### src/rdt_pkg.sv
/*
 * rdt_pkg: constants shared by the resonant-mode edge timing block for the third
 * and fourth pwm outputs (register offsets, reset values, field positions, timing).
 * assumes: 40 MHz controller clock, register port with 8-bit address and data.
 */
package rdt_pkg;
    // register offsets
    localparam logic [7:0] OFS_THIRD_OUTPUT_FALL_LEAD = 8'h4b;
    localparam logic [7:0] OFS_FOURTH_OUTPUT_RISE_OFFSET = 8'h4d;
    localparam logic [7:0] OFS_FOURTH_OUTPUT_FALL_LEAD = 8'h4f;
    localparam logic [7:0] OFS_EDGE_STATUS = 8'h50;
    // reset values
    localparam logic [7:0] RST_THIRD_OUTPUT_FALL_LEAD = 8'h00;
    localparam logic [7:0] RST_FOURTH_OUTPUT_RISE_OFFSET = 8'h00;
    localparam logic [7:0] RST_FOURTH_OUTPUT_FALL_LEAD = 8'h00;
    // status fields
    localparam int STS_THIRD_BIT = 0;
    localparam int STS_FOURTH_BIT = 1;
    localparam int STS_RUNNING_BIT = 2;
    // rise offset code: bit 7 set means leading, lead = 256 - code steps
    localparam int OFFSET_LEAD_BIT = 7;
    localparam logic [8:0] OFFSET_LEAD_BASE = 9'h100;
    // timing: code step and clock period in ns, steps per clock derived
    localparam int STEP_NS = 5;
    localparam int CLK_PERIOD_NS = 25;
    localparam logic [8:0] STEPS_PER_CLK = 9'(CLK_PERIOD_NS / STEP_NS);
    localparam int CYCLE_W = 16;
endpackage : rdt_pkg

### src/rdt_step_to_cycles.sv
/*
 * rdt_step_to_cycles: converts a count of 5 ns steps into whole controller clocks.
 * assumes: purely combinational, used by rdt_resonant_dead_time_cd.
 */
`timescale 1ns/1ps
module rdt_step_to_cycles
    import rdt_pkg::*;
(
    input wire logic [8:0] steps,
    output logic [CYCLE_W-1:0] cycles
);
    // rounds down: a clock is 5 steps, finer residue cannot be placed on a 25 ns grid
    logic [8:0] quot;
    assign quot = steps / STEPS_PER_CLK;
    assign cycles = {{(CYCLE_W-9){1'b0}}, quot};
endmodule : rdt_step_to_cycles

### src/rdt_resonant_dead_time_cd.sv
/*
 * rdt_resonant_dead_time_cd: resonant-mode edge placement for the third and fourth
 * pwm outputs, with the three timing registers and a status register.
 * assumes: cycle_start, cycle_len and resonant_mode come from the switching cycle
 * generator on mclk; cycle_len is the length of the starting cycle in clocks.
 */
// Chosen here: the address-and-strobe port.
`timescale 1ns/1ps
module rdt_resonant_dead_time_cd
    import rdt_pkg::*;
(
    input wire logic mclk,
    input wire logic rst_n,
    input wire logic [7:0] addr,
    input wire logic [7:0] wdata,
    input wire logic wr_en,
    input wire logic rd_en,
    output logic [7:0] rdata,
    input wire logic resonant_mode,
    input wire logic cycle_start,
    input wire logic [CYCLE_W-1:0] cycle_len,
    input wire logic [CYCLE_W-1:0] third_rise_cycles,
    output logic third_pwm_output,
    output logic fourth_pwm_output
);
    typedef struct packed {
        logic [7:0] third_output_fall_lead;
        logic [7:0] fourth_output_rise_offset;
        logic [7:0] fourth_output_fall_lead;
        logic [7:0] act_third_fall;
        logic [7:0] act_fourth_rise;
        logic [7:0] act_fourth_fall;
        logic [CYCLE_W-1:0] act_third_rise;
        logic [CYCLE_W-1:0] pos;
        logic [CYCLE_W-1:0] len;
        logic running;
        logic [7:0] rdata;
        logic third_out;
        logic fourth_out;
    } rdt_state_t;

    localparam rdt_state_t RST_STATE = '{
        third_output_fall_lead: RST_THIRD_OUTPUT_FALL_LEAD,
        fourth_output_rise_offset: RST_FOURTH_OUTPUT_RISE_OFFSET,
        fourth_output_fall_lead: RST_FOURTH_OUTPUT_FALL_LEAD,
        act_third_fall: RST_THIRD_OUTPUT_FALL_LEAD,
        act_fourth_rise: RST_FOURTH_OUTPUT_RISE_OFFSET,
        act_fourth_fall: RST_FOURTH_OUTPUT_FALL_LEAD,
        default: '0
    };

    rdt_state_t s;
    rdt_state_t next_s;

    logic [8:0] third_fall_steps;
    logic [8:0] fourth_fall_steps;
    logic [8:0] fourth_rise_steps;
    logic [CYCLE_W-1:0] third_fall_cyc;
    logic [CYCLE_W-1:0] fourth_fall_cyc;
    logic [CYCLE_W-1:0] fourth_rise_cyc;

    assign third_fall_steps = {1'b0, s.act_third_fall};
    assign fourth_fall_steps = {1'b0, s.act_fourth_fall};

    // magnitude of the rise offset: trailing codes as is, leading codes 256 - code
    always_comb
    begin
        if (s.act_fourth_rise[OFFSET_LEAD_BIT])
        begin
            fourth_rise_steps = OFFSET_LEAD_BASE - {1'b0, s.act_fourth_rise};
        end
        else
        begin
            fourth_rise_steps = {1'b0, s.act_fourth_rise};
        end
    end

    rdt_step_to_cycles u_third_fall (
        .steps(third_fall_steps),
        .cycles(third_fall_cyc)
    );

    rdt_step_to_cycles u_fourth_fall (
        .steps(fourth_fall_steps),
        .cycles(fourth_fall_cyc)
    );

    rdt_step_to_cycles u_fourth_rise (
        .steps(fourth_rise_steps),
        .cycles(fourth_rise_cyc)
    );

    logic [CYCLE_W-1:0] mid;
    logic [CYCLE_W:0] fourth_rise_pos;
    logic [CYCLE_W:0] third_fall_chk;
    logic [CYCLE_W:0] fourth_fall_chk;
    logic third_on;
    logic fourth_on;

    always_comb
    begin
        mid = s.len >> 1;
        if (s.act_fourth_rise[OFFSET_LEAD_BIT])
        begin
            // a lead longer than half the cycle clamps to the cycle start
            if (mid >= fourth_rise_cyc)
            begin
                fourth_rise_pos = {1'b0, mid - fourth_rise_cyc};
            end
            else
            begin
                fourth_rise_pos = '0;
            end
        end
        else
        begin
            fourth_rise_pos = {1'b0, mid} + {1'b0, fourth_rise_cyc};
        end
        // output is high while pos + lead is still short of the cycle end
        third_fall_chk = {1'b0, s.pos} + {1'b0, third_fall_cyc};
        fourth_fall_chk = {1'b0, s.pos} + {1'b0, fourth_fall_cyc};
        third_on = s.running && (s.pos >= s.act_third_rise)
            && (third_fall_chk < {1'b0, s.len});
        fourth_on = s.running && ({1'b0, s.pos} >= fourth_rise_pos)
            && (fourth_fall_chk < {1'b0, s.len});
    end

    always_comb
    begin
        next_s = s;
        next_s.rdata = 8'h00;
        next_s.third_out = third_on;
        next_s.fourth_out = fourth_on;

        if (wr_en)
        begin
            case (addr)
                OFS_THIRD_OUTPUT_FALL_LEAD: next_s.third_output_fall_lead = wdata;
                OFS_FOURTH_OUTPUT_RISE_OFFSET: next_s.fourth_output_rise_offset = wdata;
                OFS_FOURTH_OUTPUT_FALL_LEAD: next_s.fourth_output_fall_lead = wdata;
                default: next_s.rdata = 8'h00;
            endcase
        end

        if (rd_en)
        begin
            case (addr)
                OFS_THIRD_OUTPUT_FALL_LEAD: next_s.rdata = s.third_output_fall_lead;
                OFS_FOURTH_OUTPUT_RISE_OFFSET: next_s.rdata = s.fourth_output_rise_offset;
                OFS_FOURTH_OUTPUT_FALL_LEAD: next_s.rdata = s.fourth_output_fall_lead;
                OFS_EDGE_STATUS:
                begin
                    next_s.rdata[STS_THIRD_BIT] = s.third_out;
                    next_s.rdata[STS_FOURTH_BIT] = s.fourth_out;
                    next_s.rdata[STS_RUNNING_BIT] = s.running;
                end
                default: next_s.rdata = 8'h00;
            endcase
        end

        if (!resonant_mode)
        begin
            // leaving resonant mode drops both outputs at once, no cycle completion
            next_s.running = 1'b0;
            next_s.pos = '0;
            next_s.third_out = 1'b0;
            next_s.fourth_out = 1'b0;
        end
        else if (cycle_start)
        begin
            // a write in this same cycle is already visible to the new cycle
            next_s.running = 1'b1;
            next_s.pos = '0;
            next_s.len = cycle_len;
            next_s.act_third_rise = third_rise_cycles;
            next_s.act_third_fall = next_s.third_output_fall_lead;
            next_s.act_fourth_rise = next_s.fourth_output_rise_offset;
            next_s.act_fourth_fall = next_s.fourth_output_fall_lead;
        end
        else if (s.running && (s.pos != {CYCLE_W{1'b1}}))
        begin
            next_s.pos = s.pos + 1'b1;
        end
    end

    always_ff @(posedge mclk or negedge rst_n)
    begin
        if (!rst_n)
        begin
            s <= RST_STATE;
        end
        else
        begin
            s <= next_s;
        end
    end

    assign rdata = s.rdata;
    assign third_pwm_output = s.third_out;
    assign fourth_pwm_output = s.fourth_out;
endmodule : rdt_resonant_dead_time_cd

### config.mk
export PLATFORM = sky130hd
export DESIGN_NAME = rdt_resonant_dead_time_cd
export DESIGN_NICKNAME = d
export VERILOG_FILES = /design/src/rdt_pkg.sv /design/src/rdt_step_to_cycles.sv /design/src/rdt_resonant_dead_time_cd.sv
export SDC_FILE = /design/constraint.sdc
export NUM_CORES = 1
export LEC_CHECK = 0
export ABC_AREA = 1
export BUFFER_PORTS_ARGS = -buffer_cell sky130_fd_sc_hd__buf_2
export CAP_MARGIN = 20
export CORE_ASPECT_RATIO = 0.75
export CORE_MARGIN = 2
export CORE_UTILIZATION = 60
export CTS_BUF_LIST = sky130_fd_sc_hd__clkbuf_8
export DETAILED_ROUTE_END_ITERATION = 7
export MAX_ROUTING_LAYER = met4
export PLACE_DENSITY = 0.76
export SLEW_MARGIN = 25
export SYNTH_ARGS = -nofsm -noshare
export SYNTH_HDL_FRONTEND = slang
export SYNTH_SLANG_ARGS = --single-unit
### constraint.sdc
create_clock -name mclk -period 14.35 [get_ports mclk]
set_input_delay 2.87 -clock mclk [delete_from_list [all_inputs] [get_ports mclk]]
set_output_delay 2.87 -clock mclk [all_outputs]
set_load 0.02 [all_outputs]
==> results.cfg <==
[yosys]
synth_largest_area_cell = dfrtp_1
syn_area_per_cell_um2 = 7.25
synth_common_cells = 292 x nand2_1, 175 x inv_1, 118 x o21ai_0, 107 x dfrtp_1, 99 x ha_1
ys_async_sr_fraction_pct = 100
yosysTopAreaCellShare_pct = 29.6
synth_flop_cell = dfrtp_1
synth_edf_count = 0
ys_types = 61
syn-cell-area_um2 = 9040
ys_seq_elements = 107
ys_warn_count = 0
synth_seq_area_share_pct = 29.6
yosys-top-cells-area = dfrtp_1 30%, ha_1 14%, nand2_1 12%
yosysMostFrequentCell = nand2_1
syn_inst = 1248

[power_and_ir_drop]
power_frac_seq_pct = 37.3
switching_share_pct = 41.9
p_leak_nw = 5.12
p_switching_mw = 0.378
power_density_nw_per_um2 = 93.1
p_int_mw = 0.523
ir_drop_mv = 0.0581
p_comb_share_pct = 41.6
clkPwrFrac_pct = 21.1

[floorplan]
rows = 38
coreArea_um2 = 14600
io-pin-count = 64
initial_utilization_pct = 62.0
die_h_um = 110
dieArea_um2 = 16100
die_w_um = 146

[critical_path]
arrival_ps = 7890
required_ps = 14660
critPathSlowestCell = dfrtp_1
cp_num_buf_inv = 6
critPathKind = flop to flop
rr_startpoint = s[74]$_DFFE_PN0P_
path_max_fanout = 19
cpMostUsedCell = nand2_1
end_kind = flop
start_kind = flop
crit_start = s[74]$_DFFE_PN0P_
slowest_delay_ps = 730
cp_top_family = simple AND/OR/NAND/NOR gates

[run]
maxCapViolations = 0

[worst_hold_path]
hold_start = s[43]$_DFFE_PN0P_
hold_path.class = flop to flop

[global_routing]
antenna_found_initial = 0
grt_pass1_wl_um = 37000
grt_max_degree = 75
grt-ovfl-total = 0
grt_pass1_vias = 7518
grt_usage_pct = 29.7

[final_layout]
fillers = 1362
nNetsFinal = 1451
antenna_cells = 0
utilization_pct = 66.3
seqCellArea_um2 = 2680
multi_input_area_um2 = 5530
layout-drive-gt1-share_pct = 11.0
syn_to_final_growth_pct = 7.03

[placement]
portBuffers = 63
gp_congestion = 0.985
dp_hpwl_um = 17700

[outcome]
outcome = completed

[clocking]
cts_inserted_buffers = 9
clk_path_buf_depth = 2
clk_root_buffer_cell = clkbuf_8
cts_resized = 0
cts_tree = built
cts-htree-levels = 3
cts_hold_buf = 0
post_cts_buffers = 0
clkTransAtPathRegs_ps = 120
cts_num_sinks = 107
clock_latency_ps = 410

[timing]
grt_setup_unrepaired = no
finalSetupViolations = 0
period_share_pct = 52.8
fmax_mhz = 132
slew_headroom_pct = 53.2
timing.final.max_slew_violations = 0
hold_viol_final = 0
fin_crit_ps = 7580
fin_skew_ps = 17.3
tns_ps = 0
worst_pin_slew_ps = 699

[detailed_routing]
viasPerCell = 5.54
avgRoutedWirePerCell_um = 14.9
drt-total-wl_um = 22300
drtAntennaViolNets = 0
via_count = 8311
drc = 0
drt_iter0_markers = 697
drt_pass1_iterations = 6
==> layout by cell type, fill, tap and decap left out, types with 5 or more instances in the layout <==
cell type and count:
a21o_1 5, a21oi_1 78, a31oi_1 8, buf_2 62, clkbuf_8 9, dfrtp_1 107, ha_1 99, inv_1 175
inv_2 6, nand2_1 292, nand2_2 17, nand2_4 10, nand3_1 57, nand3_2 8, nand4_1 15, nor2_1 83
nor3_1 15, o21ai_0 118, o21bai_1 9, xnor2_1 6, xor2_1 37
==> power by group through the flow <==
stage | Sequential, mW | Clock (mW) | Combinational, mW
after floorplan | 0.336 | 0 | 0.275
after global placement | 0.341 | 0 | 0.360
after detailed placement | 0.342 | 0 | 0.368
after CTS | 0.336 | 0.195 | 0.371
after global routing | 0.339 | 0.205 | 0.427
final | 0.336 | 0.190 | 0.375
==> final timing paths <==
path | to | slack (ps) | depth (start not counted)
setup / recovery | fourth_pwm_output$_DFF_PN0_ | 6770 | 48
hold / removal | s[43]$_DFFE_PN0P_ | 500 | 2
setup reg to reg | fourth_pwm_output$_DFF_PN0_ | 6770 | 48
hold reg to reg | s[43]$_DFFE_PN0P_ | 500 | 2
max in group asynchronous | rdata[4]$_DFF_PN0_ | 10920 | 2
min in group asynchronous | s[54]$_DFFE_PN0P_ | 2410 | 1
==> flip-flops by register name (all words and copies together), names as in the netlist <==
register and flops:
s 74, mid 15, fourth_fall_steps 8, rdata 8, fourth_pwm_output 1, third_pwm_output 1
==> stage by stage <==
stage	setup slack (ps)	cell area (um^2)	cells	power, mW	hold slack, ps
4_1_cts	6880	9670	1499	0.903	506
6_report	6770	9680	1499	0.901	502
3_3_place_gp	7230	9480	1483	0.702	476
5_1_grt	5960	9680	1499	0.970	565
2_1_floorplan	8040	9050	1249	0.611	453
3_5_place_dp	6900	9480	1483	0.709	476
==> kinds of logic (layout without fill, tap and decap cells) <==
kind of cell / Yosys count / in the layout / synth area share (%)
flip-flops: 107 / 107 / 29.6
other: 2 / 3 / 0.0830
buffers and inverters: 215 / 265 / 9.34
adder cells (fa/ha/maj): 103 / 103 / 14.6
XOR/XNOR: 43 / 43 / 4.16
AO/OA/AOI/OAI: 260 / 260 / 16.2
multiplexers: 1 / 1 / 0.249
AND/OR/NAND/NOR: 517 / 517 / 25.7
==> routing by layer <==
layer  track usage [%]  share of wire (%)
met5                 -                  0
met4              6.37                1.1
met3              5.64                8.8
met2              43.5                 41
met1              43.0                 49
==> worst register-to-register path, delay by kind of cell, from the launching register on <==
family	cells	cell delay, ps
buf+inv	6	780
xor+xnor	1	160
simple gates	25	2860
compound gates	11	1700
flops	1	730
fa+ha+maj	5	1280
==> layout make-up <==
type	count	share of cell area (%)
Clock buffer	9	1.28
Clock inverter	7	0.685
Inverter	184	7.17
Multi-Input combinational cell	927	57.1
Sequential cell	107	27.7
Tap cell	200	2.59
Timing Repair Buffer	65	3.48
(Power assumes the default switching activity.)
